## src/rtcw_pkg.sv

```systemverilog
// Purpose: Shared constants and types for the clock watch register bank
// Assumes: 32-bit word bus, byte addresses, binary time fields, BCD year
// Notes:   State of the block travels as one packed struct
`default_nettype none

package rtcw_pkg;

	// ----------------------------------------------------------------
	// Address map
	// ----------------------------------------------------------------
	localparam logic [31:0] BASE_ADDR    = 32'h40F0_0000;
	localparam logic [7:0]  OFS_CAL_NOW  = 8'h00;
	localparam logic [7:0]  OFS_CAL_ALM  = 8'h04;
	localparam logic [7:0]  OFS_CAL_PRE  = 8'h08;
	localparam logic [7:0]  OFS_YR_NOW   = 8'h0C;
	localparam logic [7:0]  OFS_YR_ALM   = 8'h10;
	localparam logic [7:0]  OFS_YR_PRE   = 8'h14;
	localparam logic [7:0]  OFS_TRIM     = 8'h18;
	localparam logic [7:0]  OFS_MASK     = 8'h1C;
	localparam logic [7:0]  OFS_RAW      = 8'h20;
	localparam logic [7:0]  OFS_MSKD     = 8'h24;
	localparam logic [7:0]  OFS_CLR      = 8'h28;
	localparam logic [7:0]  OFS_CNT      = 8'h2C;
	localparam logic [7:0]  OFS_TCTL     = 8'h30;
	localparam logic [7:0]  OFS_RLA      = 8'h34;
	localparam logic [7:0]  OFS_RLB      = 8'h38;
	localparam logic [7:0]  OFS_PAT0     = 8'h3C;
	localparam logic [7:0]  OFS_PAT3     = 8'h48;
	localparam logic [7:0]  OFS_TIN      = 8'h4C;

	// ----------------------------------------------------------------
	// Reset values, limits and bit positions
	// ----------------------------------------------------------------
	localparam logic [31:0] CAL_RST      = 32'h0212_0000;
	localparam logic [13:0] YEAR_RST     = 14'h2000;
	localparam logic [31:0] TRIM_RST     = 32'h0000_7FFF;
	localparam logic [31:0] CNT_RST      = 32'h0FFF_FFFF;
	localparam logic [5:0]  SEC_MAX      = 6'h3B;
	localparam logic [4:0]  HOUR_MAX     = 5'h17;
	localparam logic [2:0]  WDAY_MAX     = 3'h7;
	localparam logic [3:0]  MONTH_MAX    = 4'hC;
	localparam int          IRQ_CAL_BIT  = 0;
	localparam int          IRQ_TMR_BIT  = 1;
	localparam int          TC_RUN_BIT   = 0;
	localparam int          TC_ONE_BIT   = 1;
	localparam int          TC_PLEN_LSB  = 4;
	localparam int          PRESC_W      = 15;

	// Calendar word, fields at their register positions
	typedef struct packed {
		logic [2:0] rsvd;
		logic [3:0] month;
		logic [4:0] mday;
		logic [2:0] wday;
		logic [4:0] hour;
		logic [5:0] min;
		logic [5:0] sec;
	} rtcw_cal_t;

	typedef struct packed {
		logic [31:0] addr;
		logic [31:0] wdata;
		logic        wr;
		logic        rd;
	} rtcw_bus_t;

	typedef struct packed {
		rtcw_cal_t    now;
		rtcw_cal_t    alarm;
		rtcw_cal_t    preset;
		logic [13:0]  year;
		logic [13:0]  year_alarm;
		logic [13:0]  year_preset;
		logic [31:0]  trim;
		logic [1:0]   mask;
		logic [1:0]   raw;
		logic [31:0]  cnt;
		logic [31:0]  tctl;
		logic [31:0]  rl_a;
		logic [31:0]  rl_b;
		logic [127:0] pat;
		logic [6:0]   pidx;
		logic [31:0]  countdown_irq_count;
		logic [14:0]  presc;
		logic         load_pend;
		logic         cmp_pend;
		logic [2:0]   ls_sync;
		logic         ls_lvl;
		logic [31:0]  rdata;
	} rtcw_state_t;

endpackage
`default_nettype wire
```

## src/rtcw_core.sv

```systemverilog
// Purpose: Clock watch, alarm compare, interrupt flags and countdown timer
// Assumes: Low-speed clock arrives as a pin and is sampled on core_clk_in
// Notes:   Register reads answer one cycle after the read strobe
//
// Notes on behaviour
// Bank decoded at fixed base, word offsets
// Now register: seconds, minutes, hours fields
// Seconds/minutes 0..59, hours 0..23
// Weekday 1..7, reset value one
// Day limited by month and leap year
// Month 1..12, reset value one
// Now register resets to 0x02120000
// Year now and year alarm reset 0x2000
// Alarm seconds 0x3C..0x3F never match
// Alarm minutes 0x3C upward never match
// Alarm hours 0x18..0x1F never match
// Alarm weekday zero means ignore
// Alarm day zero means ignore
// Interrupt mask read/write, resets masked
// Raw and masked status read-only, zero
// Clear register write-only, clears status bits
// Trim register read/write, reset 0x7FFF
// Countdown value readable, not writable
// Timer control read/write, resets zero
// Two reload registers, reset zero
// Reload pattern over four words
// Timer interrupt count read-only
// Seconds advance on each one-hertz tick
// Preset copied at next tick
// Alarm raised after increment on match
// Interrupt output ORs both sources
// Full calendar rollover into year
// Software loads only legal calendar values
//
// Chosen here: the address-and-strobe port.
`timescale 1ns/1ps
`default_nettype none

module rtcw_core (
	input  wire logic              core_clk_in,
	input  wire logic              rst_n_in,
	input  wire rtcw_pkg::rtcw_bus_t bus_in,
	input  wire logic              slow_clk_in,
	output logic [31:0]            rdata_out,
	output logic                   irq_out
);
	import rtcw_pkg::*;

	rtcw_state_t q;
	rtcw_state_t d;

	// ----------------------------------------------------------------
	// Helpers
	// ----------------------------------------------------------------
	// Two BCD digits divisible by four
	function automatic logic div4(input logic [7:0] v);
		return v[4] ? (v[3:0] == 4'h2 || v[3:0] == 4'h6)
		            : (v[3:0] == 4'h0 || v[3:0] == 4'h4 || v[3:0] == 4'h8);
	endfunction

	// Century years leap only when the hundreds divide by four
	function automatic logic is_leap(input logic [13:0] y);
		return (y[7:0] == 8'h00) ? div4({2'b00, y[13:8]}) : div4(y[7:0]);
	endfunction

	function automatic logic [4:0] days_in(input logic [3:0] m,
	                                        input logic       lp);
		case (m)
			4'h2:                      return lp ? 5'h1D : 5'h1C;
			4'h4, 4'h6, 4'h9, 4'hB:    return 5'h1E;
			default:                   return 5'h1F;
		endcase
	endfunction

	// BCD year step; top digit holds only two bits
	function automatic logic [13:0] bcd_inc(input logic [13:0] y);
		logic [15:0] v;
		logic        c;
		v = {2'b00, y};
		c = 1'b1;
		for (int i = 0; i < 4; i++) begin
			if (c) begin
				if (v[i*4 +: 4] == 4'h9) begin
					v[i*4 +: 4] = 4'h0;
				end else begin
					v[i*4 +: 4] = v[i*4 +: 4] + 4'h1;
					c = 1'b0;
				end
			end
		end
		return v[13:0];
	endfunction

	// Pattern words sit at four consecutive word offsets
	function automatic logic is_pat(input logic [7:0] o);
		return (o >= OFS_PAT0) && (o <= OFS_PAT3);
	endfunction

	// Lowest pattern bit held by the word at this offset
	function automatic logic [6:0] pat_lsb(input logic [7:0] o);
		logic [7:0] w;
		w = o - OFS_PAT0;
		return {w[3:2], 5'h00};
	endfunction

	// ----------------------------------------------------------------
	// Decode and compare
	// ----------------------------------------------------------------
	logic       hit;
	logic [7:0] ofs;
	logic       wr;
	logic       rd;
	logic       ls_rise;
	logic       tick;
	logic       cal_match;
	logic       running;
	logic [6:0] plen;

	// Upper address must equal the base; sub-word addresses miss
	assign hit = (bus_in.addr[31:8] == BASE_ADDR[31:8])
	          && (bus_in.addr[1:0] == 2'b00);
	assign ofs = bus_in.addr[7:0];
	assign wr  = bus_in.wr & hit;
	assign rd  = bus_in.rd & hit;
	assign running = q.tctl[TC_RUN_BIT];
	assign plen    = q.tctl[TC_PLEN_LSB +: 7];

	// Filtered level goes high only after two stages agree
	assign ls_rise = (q.ls_sync[2:1] == 2'b11) & ~q.ls_lvl;
	assign tick    = ls_rise & (q.presc == '0);

	// Out-of-range codes kill the match; zero weekday, day, month and year codes are ignored
	assign cal_match =
		(q.alarm.sec <= SEC_MAX) && (q.alarm.sec == q.now.sec)
		&& (q.alarm.min <= SEC_MAX) && (q.alarm.min == q.now.min)
		&& (q.alarm.hour <= HOUR_MAX)
		&& (q.alarm.hour == q.now.hour)
		&& (q.alarm.wday == '0 || q.alarm.wday == q.now.wday)
		&& (q.alarm.mday == '0 || q.alarm.mday == q.now.mday)
		&& (q.alarm.month <= MONTH_MAX)
		&& (q.alarm.month == '0 || q.alarm.month == q.now.month)
		&& (q.year_alarm == '0 || q.year_alarm == q.year);

	// ----------------------------------------------------------------
	// Next state
	// ----------------------------------------------------------------
	// Order matters: flag sets follow bus writes so a set beats a clear
	always_comb begin
		d = q;
		d.cmp_pend = 1'b0;
		d.rdata    = '0;
		d.ls_sync  = {q.ls_sync[1:0], slow_clk_in};
		if (q.ls_sync[2] == q.ls_sync[1]) begin
			d.ls_lvl = q.ls_sync[2];
		end
		if (ls_rise) begin
			d.presc = (q.presc == '0) ? q.trim[PRESC_W-1:0] : q.presc - 1'b1;
		end

		// Calendar step on the one-hertz tick
		if (tick) begin
			d.cmp_pend = ~q.load_pend;
			if (q.load_pend) begin
				d.now       = q.preset;
				d.year      = q.year_preset;
				d.load_pend = 1'b0;
			end else if (q.now.sec != SEC_MAX) begin
				d.now.sec = q.now.sec + 1'b1;
			end else begin
				d.now.sec = '0;
				if (q.now.min != SEC_MAX) begin
					d.now.min = q.now.min + 1'b1;
				end else begin
					d.now.min = '0;
					if (q.now.hour != HOUR_MAX) begin
						d.now.hour = q.now.hour + 1'b1;
					end else begin
						d.now.hour = '0;
						d.now.wday = (q.now.wday == WDAY_MAX) ? 3'h1
						           : q.now.wday + 1'b1;
						if (q.now.mday < days_in(q.now.month, is_leap(q.year))) begin
							d.now.mday = q.now.mday + 1'b1;
						end else begin
							d.now.mday = 5'h01;
							if (q.now.month != MONTH_MAX) begin
								d.now.month = q.now.month + 1'b1;
							end else begin
								d.now.month = 4'h1;
								d.year      = bcd_inc(q.year);
							end
						end
					end
				end
			end
		end

		// Countdown on each low-speed rising edge while enabled
		if (ls_rise && running) begin
			if (q.cnt == '0) begin
				d.countdown_irq_count  = q.countdown_irq_count + 1'b1;
				d.cnt  = q.pat[q.pidx] ? q.rl_b : q.rl_a;
				d.pidx = (q.pidx >= plen) ? '0 : q.pidx + 1'b1;
				if (q.tctl[TC_ONE_BIT]) begin
					d.tctl[TC_RUN_BIT] = 1'b0;
				end
			end else begin
				d.cnt = q.cnt - 1'b1;
			end
		end

		// Register writes
		if (wr) begin
			case (ofs)
				OFS_CAL_ALM: d.alarm = bus_in.wdata;
				OFS_CAL_PRE: begin
					d.preset    = bus_in.wdata;
					d.load_pend = 1'b1;
				end
				OFS_YR_ALM:  d.year_alarm  = bus_in.wdata[13:0];
				OFS_YR_PRE:  d.year_preset = bus_in.wdata[13:0];
				OFS_TRIM: begin
					d.trim  = bus_in.wdata;
					// Restart the divider so a new trim acts at once
					d.presc = bus_in.wdata[PRESC_W-1:0];
				end
				OFS_MASK:    d.mask = bus_in.wdata[1:0];
				OFS_CLR:     d.raw  = q.raw & ~bus_in.wdata[1:0];
				OFS_TCTL: begin
					d.tctl = bus_in.wdata;
					// Fresh start reloads from the first value
					if (bus_in.wdata[TC_RUN_BIT] && !running) begin
						d.cnt  = q.rl_a;
						d.pidx = '0;
					end
				end
				// Reload values are locked while the timer runs
				OFS_RLA: if (!running) d.rl_a = bus_in.wdata;
				OFS_RLB: if (!running) d.rl_b = bus_in.wdata;
				default: begin
					if (is_pat(ofs)) begin
						d.pat[pat_lsb(ofs) +: 32] = bus_in.wdata;
					end
				end
			endcase
		end

		// Hardware sets after writes so a same-cycle clear loses
		if (q.cmp_pend && cal_match) begin
			d.raw[IRQ_CAL_BIT] = 1'b1;
		end
		if (ls_rise && running && q.cnt == '0) begin
			d.raw[IRQ_TMR_BIT] = 1'b1;
		end

		// Read answer, registered for the next cycle
		if (rd) begin
			case (ofs)
				OFS_CAL_NOW: d.rdata = {3'b000, q.now[28:0]};
				OFS_CAL_ALM: d.rdata = q.alarm;
				OFS_CAL_PRE: d.rdata = q.preset;
				OFS_YR_NOW:  d.rdata = {18'h0, q.year};
				OFS_YR_ALM:  d.rdata = {18'h0, q.year_alarm};
				OFS_YR_PRE:  d.rdata = {18'h0, q.year_preset};
				OFS_TRIM:    d.rdata = q.trim;
				OFS_MASK:    d.rdata = {30'h0, q.mask};
				OFS_RAW:     d.rdata = {30'h0, q.raw};
				OFS_MSKD:    d.rdata = {30'h0, q.raw & q.mask};
				OFS_CNT:     d.rdata = q.cnt;
				OFS_TCTL:    d.rdata = q.tctl;
				OFS_RLA:     d.rdata = q.rl_a;
				OFS_RLB:     d.rdata = q.rl_b;
				OFS_TIN:     d.rdata = q.countdown_irq_count;
				default: begin
					if (is_pat(ofs)) begin
						d.rdata = q.pat[pat_lsb(ofs) +: 32];
					end
				end
			endcase
		end
	end

	// ----------------------------------------------------------------
	// State register
	// ----------------------------------------------------------------
	always_ff @(posedge core_clk_in or negedge rst_n_in) begin
		if (!rst_n_in) begin
			q            <= '0;
			q.now        <= CAL_RST;
			q.year       <= YEAR_RST;
			q.year_alarm <= YEAR_RST;
			q.trim       <= TRIM_RST;
			q.cnt        <= CNT_RST;
			q.presc      <= TRIM_RST[PRESC_W-1:0];
		end else begin
			q <= d;
		end
	end

	assign rdata_out = q.rdata;
	assign irq_out   = |(q.raw & q.mask);

	// ----------------------------------------------------------------
	// Checks
	// ----------------------------------------------------------------
	a_sec_range: assert property (
		@(posedge core_clk_in) disable iff (!rst_n_in)
		q.now.sec <= SEC_MAX && q.now.min <= SEC_MAX
		&& q.now.hour <= HOUR_MAX)
		else $error("time field out of range");

	a_wday_legal: assert property (
		@(posedge core_clk_in) disable iff (!rst_n_in)
		q.now.wday != 3'h0)
		else $error("weekday zero");

	a_day_limit: assert property (
		@(posedge core_clk_in) disable iff (!rst_n_in)
		q.now.mday <= days_in(q.now.month, is_leap(q.year)))
		else $error("day beyond month length");

	a_sec_step: assert property (
		@(posedge core_clk_in) disable iff (!rst_n_in)
		(tick && !q.load_pend && q.now.sec < SEC_MAX)
		|=> q.now.sec == $past(q.now.sec) + 6'h1)
		else $error("seconds did not step on tick");

	a_preset_load: assert property (
		@(posedge core_clk_in) disable iff (!rst_n_in)
		(tick && q.load_pend) |=> q.now == $past(q.preset))
		else $error("preset not loaded on tick");

	a_alarm_raise: assert property (
		@(posedge core_clk_in) disable iff (!rst_n_in)
		(q.cmp_pend && cal_match) |=> q.raw[IRQ_CAL_BIT])
		else $error("alarm flag not raised");

	a_sec_never: assert property (
		@(posedge core_clk_in) disable iff (!rst_n_in)
		(q.alarm.sec > SEC_MAX) |-> !cal_match)
		else $error("match with invalid seconds code");

	a_clear_timer: assert property (
		@(posedge core_clk_in) disable iff (!rst_n_in)
		(wr && ofs == OFS_CLR && bus_in.wdata[IRQ_TMR_BIT]
		 && !(ls_rise && running && q.cnt == '0)) |=> !q.raw[IRQ_TMR_BIT])
		else $error("timer flag not cleared");

	a_year_read: assert property (
		@(posedge core_clk_in) disable iff (!rst_n_in)
		(rd && ofs == OFS_YR_NOW) |=> rdata_out == {18'h0, $past(q.year)})
		else $error("year read mismatch");

	a_reload_lock: assert property (
		@(posedge core_clk_in) disable iff (!rst_n_in)
		(wr && ofs == OFS_RLA && running) |=> q.rl_a == $past(q.rl_a))
		else $error("reload value changed while running");

	a_cnt_ro: assert property (
		@(posedge core_clk_in) disable iff (!rst_n_in)
		(wr && ofs == OFS_CNT && !running) |=> q.cnt == $past(q.cnt))
		else $error("countdown value took a write");

	a_tin_step: assert property (
		@(posedge core_clk_in) disable iff (!rst_n_in)
		(ls_rise && running && q.cnt == '0) |=> q.countdown_irq_count == $past(q.countdown_irq_count) + 32'h1)
		else $error("interrupt count did not step");

endmodule // rtcw_core
`default_nettype wire

```

## config.mk

```make
export PLATFORM = sky130hd
export DESIGN_NAME = rtcw_core
export DESIGN_NICKNAME = d
export VERILOG_FILES = /design/src/rtcw_pkg.sv /design/src/rtcw_core.sv
export SDC_FILE = /design/constraint.sdc
export NUM_CORES = 1
export LEC_CHECK = 0
export ABC_AREA = 0
export ABC_CLOCK_PERIOD_IN_PS = 5800
export BUFFER_PORTS_ARGS = -buffer_cell sky130_fd_sc_hd__buf_2
export CAP_MARGIN = 10
export CORE_ASPECT_RATIO = 0.6
export CORE_MARGIN = 10
export CORE_UTILIZATION = 50
export DETAILED_ROUTE_END_ITERATION = 6
export PLACE_DENSITY = 0.67
export SLEW_MARGIN = 20
export SYNTH_ARGS = -nofsm -noshare
export SYNTH_HDL_FRONTEND = slang
export SYNTH_SLANG_ARGS = --single-unit
```

## constraint.sdc

```tcl
create_clock -name core_clk_in -period 5.8 [get_ports core_clk_in]
set_input_delay 1.16 -clock core_clk_in [delete_from_list [all_inputs] [get_ports core_clk_in]]
set_output_delay 1.16 -clock core_clk_in [all_outputs]
set_load 0.005 [all_outputs]
```

==> results of run 1 <==
-- final cells by class --
| type | count | share of cell area (%) |
|---|---|---|
| timing repair buffer | 159 | 3.28 |
| clock buffer | 69 | 4.76 |
| sequential | 519 | 42.8 |
| tap | 748 | 3.06 |
| multi-input combinational | 2045 | 44.6 |
| clock inverter | 23 | 1.00 |
| inverter | 40 | 0.492 |
| antenna | 1 | 0.00819 |
-- Yosys cell counts (all sizes together) (24+ instances only) --
library cell  instances
a211oi               24
a21oi               122
a221oi               31
a22oi               103
buf                  65
clkbuf              168
dfrtp               456
dfstp                63
ha                   29
inv                  40
mux2                169
mux2i                33
mux4                 55
nand2               551
nand3                87
nand4                27
nor2                116
nor2b                43
nor3                 53
o21ai               223
xnor2                67
-- metal layers --
layer / part of all wire [%] / up-vias / GRT usage [%]
li1: - / 10200 / -
met1: 44 / 11900 / 43.6
met2: 41 / 1479 / 40.4
met3: 13 / 200 / 8.49
met4: 2.8 / 2 / 7.93
met5: 0.0092 / - / 0
-- worst paths after layout --
check,startpoint,end,cells after the start
max,q[419],q[413],7
min,d[34],d[35],0
max reg2reg,q[419],q[413],7
min reg2reg,d[34],d[35],0
max in group asynchronous,rst_n_in,async pin,2
min in group asynchronous,rst_n_in,q[485],1
-- stage by stage --
stage	hold WS, ps	instance area (um2)	cells
global route	399	30500	3604
floorplan	331	27800	2837
finish	370	30500	3604
detailed placement	369	28800	3511
CTS	385	30500	3603
global placement	344	28800	3511
-- power by group through the flow --
| stage | sequential [mW] | combinational, mW | clock, mW |
|---|---|---|---|
| 2_1_floorplan | 3.74 | 0.152 | 0 |
| 3_3_place_gp | 3.74 | 0.344 | 0 |
| 3_5_place_dp | 3.74 | 0.352 | 0 |
| 4_1_cts | 3.68 | 0.353 | 3.61 |
| 5_1_grt | 3.68 | 0.384 | 3.76 |
| 6_report | 3.68 | 0.353 | 3.59 |
-- cells by family after synthesis --
group / count (synthesis) / share of synthesized area, %
AND/OR/NAND/NOR: 1022 / 16.9
AO/OA/AOI/OAI: 654 / 15.3
flip-flops: 519 / 47.0
buffers and inverters: 273 / 4.24
multiplexers: 257 / 12.5
XOR/XNOR: 83 / 2.62
adder cells (fa/ha/maj): 29 / 1.31
==> impl_results.md, run 1 <==
- Transition at the pin with the smallest max-transition slack: approximately 1200 ps
- Cell class contributing the biggest share of worst-path delay: compound AO/OA/AOI/OAI gates
- Time the worst path needs with I/O delays and setup: 4410 ps
- Status: finished with violations
- Number of hold buffers added after CTS: 0
- Setup slack on the worst flop-to-flop path: about 1400 ps
- Average instance area after synthesis: 9.79 um2
- Mean routed wirelength per cell: ~27 um
- Clock latency at the later pin of the worst-skew pair: 630 ps
- List of cells traversed by the critical path: or4_1 -> o31ai_1 -> a311oi_1 -> o21ai_0 -> nand3_1 -> or4_1 -> nand3_1
- Area share of the leading cell type in the synthesized netlist: 41.1%
- Fin nets: 2913
- TritonCTS clock tree: yes
- Number of violations reported at the end of detailed-routing iteration 0: about 3700
- Max_slew headroom: a little over a fifth
- DRC violations left: 1
- Die boundary width: 324 um
- Data arrival time at the worst-slack endpoint: 4970 ps
- Area occupied by multi-input gates: 13600 um2
- Static power due to leakage: about 14 nW
- Pwr/cell area: 250 nW/um2
- Global-route wire length before repair: 147000 um
- Critical-path top delay cell: o31ai_1
- Full die area: 65700 um2
- Number of primary I/O pins: just over 100
- Worst path required time: 6360 ps
- Warning count from the yosys run: 0
- Sink Count: just over 500
- Antenna violations before repair: 2
- Combined buffer and inverter count along the critical path: 0
- Quantity of gates resized following cts: 0
- Number of flops mapped to enable cells by yosys: 0
- Sequential cell area: around 13000 um2
- Synth-to-Final Area Change: 9.95%
- Type of the worst setup path: register to register
- Most used cells in the layout excluding fill and tap cells: 546 x nand2_1, 453 x dfrtp_1, 222 x o21ai_0, 169 x mux2_2, 121 x a21oi_1
- Number of rows in the core area: 66
- Post-synth design cell area: 27800 um2
- Setup slack of the critical path after layout: between 1000 and 1500 ps
- P_sw: roughly 1.8 mW
- Reg clk slew, reported paths: 70 ps
- Maximum level of the CTS H-tree: 2
- Starting density of the core: 50.9%
- Crit Path Max Fanout: 10
- Detailed-router iteration count before antenna repair: 7
- Sw Ratio: a little under a quarter
- RSZ-0062 raised after global routing: no
- Setup skew after layout: 37.5 ps
- Leading cell type in the layout, fill and taps excluded: nand2_1
- Synthesized Nets: between 2000 and 3000
- All-Layer GR Usage: 29.2%
- Number of failing setup endpoints in the final timing report: 0
- Leading post-synthesis cells by cell area: dfrtp_1 41%, nand2_1 7.4%, mux2_2 6.9%
- Most used flip-flop cell after synthesis: dfrtp_1
- Fraction of the cycle the final worst path needs: about three quarters
- Root buffer selected by CTS: clkbuf_16
- Global placement routability congestion: 0.987
- Detail Placement HPWL: around 69000 um
- Kind of start point of the critical path: register
- Final hold violation count: 0
- I/O Buffers: around 100
- Async S/R FF share, synth: between 90% and 100%
- Fill count: 4773
- Peak per-stage delay on the critical path: 960 ps
- Count of buffers added by post-CTS timing repair for setup: 0
- Setup TNS: 0 ps
- Routed wire length: 98000 um
- Worst vdd ir: 205 uV
- Part of the power in the clock network: between 40% and 50%
- Class of the tightest hold or removal check: register to register
- Capturing element type of the critical path: register
- Core area: around 55000 um2
- Power share of the sequential group: 48.3%
- Max cap viols: 0
- Share of total power in combinational logic: 4.6%
- Largest net degree at the start of global routing: about 150
- Synthesized instance count: 2837
- Antenna-violating nets left: 0
- Grt ovf: 0
- Peak clock frequency supported by timing: 0.227 GHz
- Vias: 23800
- Count of distinct cell types in the synthesized netlist: between 70 and 80
- Proportion of layout cells with a drive suffix above 1: 20.9%
- Violations in the final reports: DRC
- Library cell occupying the most area in the post-synthesis netlist: dfrtp_1
- Overall power of the completed layout: 7.62 mW
- Cell internal power dissipation: 5.81 mW
- Post-synthesis sequential area ratio: 47.0%
- Die Y: 203 um
- Max-slew violations: 0
- Post-placement worst setup slack: roughly 1000 ps
- Deepest clock path buffer count: 3
- Register bit total from synthesis: 519
- Via count of the first global-routing pass: 22800
- TritonCTS Buffers: 50
- Core Util, Final: 55.9%
- Per-cell via count in the routed design: 6.61
Power figures use the tool's default switching activity.
==> run 2, diff against run 1 <==
--- a/config.mk
+++ b/config.mk
@@ -6,7 +6,7 @@
 export NUM_CORES = 1
 export LEC_CHECK = 0
 export ABC_AREA = 0
-export ABC_CLOCK_PERIOD_IN_PS = 5800
+export ABC_CLOCK_PERIOD_IN_PS = 4410
 export BUFFER_PORTS_ARGS = -buffer_cell sky130_fd_sc_hd__buf_2
 export CAP_MARGIN = 10
 export CORE_ASPECT_RATIO = 0.6
==> constraint.sdc (replaced) <==
create_clock -name core_clk_in -period 4.41 [get_ports core_clk_in]
set_input_delay 0.882 -clock core_clk_in [delete_from_list [all_inputs] [get_ports core_clk_in]]
set_output_delay 0.882 -clock core_clk_in [all_outputs]
set_load 0.005 [all_outputs]
==> run 2 against run 1 <==
Effect of this change: fmax rose by 12%; the run now ends clean; sequential share of layout area fell by 0.26 points; global-route usage fell by 0.18 points; first-iteration DRC count fell by 9.8%; die area did not move; critical endpoint is now q[68].
==> impl_results.md, run 2 (same netlist as run 1, synthesis figures left out) <==
- I/O Buffers: 101
- Detailed-router iteration count before antenna repair: 7
- Count of buffers added by post-CTS timing repair for setup: 0
- Fraction of the cycle the final worst path needs: 89.6%
- Global placement routability congestion: 1.02
- Full die area: around 66000 um2
- Status: finished clean
- Setup slack of the critical path after layout: between 400 and 500 ps
- Fill count: approximately 4800
- Post-placement worst setup slack: 283 ps
- Fin nets: 2936
- All-Layer GR Usage: 29.0%
- Mean routed wirelength per cell: 26.8 um
- Max cap viols: 0
- Leading cell type in the layout, fill and taps excluded: nand2_1
- Max_slew headroom: between 10% and 20%
- Die Y: 203 um
- Critical-path top delay cell: nor4_2
- Final hold violation count: 0
- Pwr/cell area: between 300 and 400 nW/um2
- Crit Path Max Fanout: 17
- Routed wire length: 97200 um
- Root buffer selected by CTS: clkbuf_16
- Sink Count: between 500 and 600
- Transition at the pin with the smallest max-transition slack: 1230 ps
- RSZ-0062 raised after global routing: no
- Grt ovf: 0
- Time the worst path needs with I/O delays and setup: 3950 ps
- Peak clock frequency supported by timing: 0.253 GHz
- Per-cell via count in the routed design: around 6.5
- Detail Placement HPWL: 69600 um
- DRC violations left: 0
- Worst vdd ir: approximately 310 uV
- Synth-to-Final Area Change: 10.6%
- Setup TNS: 0 ps
- Deepest clock path buffer count: 3
- Antenna-violating nets left: 0
- Data arrival time at the worst-slack endpoint: between 4000 and 5000 ps
- Number of violations reported at the end of detailed-routing iteration 0: 3305
- TritonCTS Buffers: 50
- Vias: ~24000
- Most used cells in the layout excluding fill and tap cells: 546 x nand2_1, 453 x dfrtp_1, 222 x o21ai_0, 169 x mux2_2, 121 x a21oi_1
- Clock latency at the later pin of the worst-skew pair: 610 ps
- List of cells traversed by the critical path: nor4_2 -> nand4_1 -> or3_1 -> nor2_2 -> buf_4 -> nand3_1 -> nor2_1 -> nand3_1 -> xnor2_1
- Capturing element type of the critical path: register
- Type of the worst setup path: register to register
- Core area: 54600 um2
- Class of the tightest hold or removal check: primary input to async pin
- Reg clk slew, reported paths: roughly 60 ps
- Setup skew after layout: 23.5 ps
- Number of primary I/O pins: roughly 100
- Quantity of gates resized following cts: 0
- Number of rows in the core area: 66
- Max-slew violations: 0
- TritonCTS clock tree: yes
- Worst path required time: 4890 ps
- Antenna violations before repair: 5
- Static power due to leakage: 13.7 nW
- Largest net degree at the start of global routing: 118
- Proportion of layout cells with a drive suffix above 1: 21.4%
- Combined buffer and inverter count along the critical path: 1
- Maximum level of the CTS H-tree: 2
- Cell class contributing the biggest share of worst-path delay: simple AND/OR/NAND/NOR gates
- Peak per-stage delay on the critical path: 860 ps
- Starting density of the core: between 50% and 60%
- Number of failing setup endpoints in the final timing report: 0
- Critical Path Most Common Cell: nand3_1
- Number of hold buffers added after CTS: 0
- Die boundary width: about 320 um
- Kind of start point of the critical path: register
- Global-route wire length before repair: 146000 um
- Via count of the first global-routing pass: 22700
run 2: cell type report:
type                    instances  area (um2)  area share, %
repair buffers                182        1230           4.01
flip-flops and latches        519       13100           42.5
inverters                      40         150          0.489
diodes                          3        7.51         0.0244
multi-input cells            2045       13600           44.3
clock buffers                  72        1500           4.88
well taps                     748         936           3.05
clock inverters                22         225          0.733
run 2: final timing paths:
path / from / to / slack [ps] / cells after the start
min: rst_n_in / q[514] / 170 / 1
max reg2reg: q[323] / q[68] / 460 / 9
min reg2reg: d[34] / d[35] / 350 / 0
min in group core_clk_in: d[34] / d[35] / 350 / 0
max in group asynchronous: rst_n_in / q[360] / 3020 / 3
max: q[323] / q[68] / 460 / 9
run 2: power breakdown:
part           total, mW  switching [mW]  internal (mW)
Sequential          4.83          0.0283           4.81
Clock               4.56            1.97           2.60
Combinational      0.477           0.343          0.133
run 2: metal layers:
| layer | global-route usage, % | part of all wire, % |
|---|---|---|
| met5 | 0 | 0.013 |
| met1 | 42.4 | 43 |
| met3 | 9.30 | 12 |
| met4 | 9.04 | 3.3 |
| met2 | 40.1 | 41 |
run 2: metrics by stage:
stage          power, mW  std cells  util [%]  area (um2)  hold WS, ps
6_report            9.88       3631      56.3       30700          171
4_1_cts             9.93       3627      56.2       30700          353
3_3_place_gp        5.38       3533      53.0       29000          338
2_1_floorplan       5.11       2837         -       27800          331
3_5_place_dp        5.39       3533      53.0       29000          339
5_1_grt             10.2       3631      56.3       30700          174
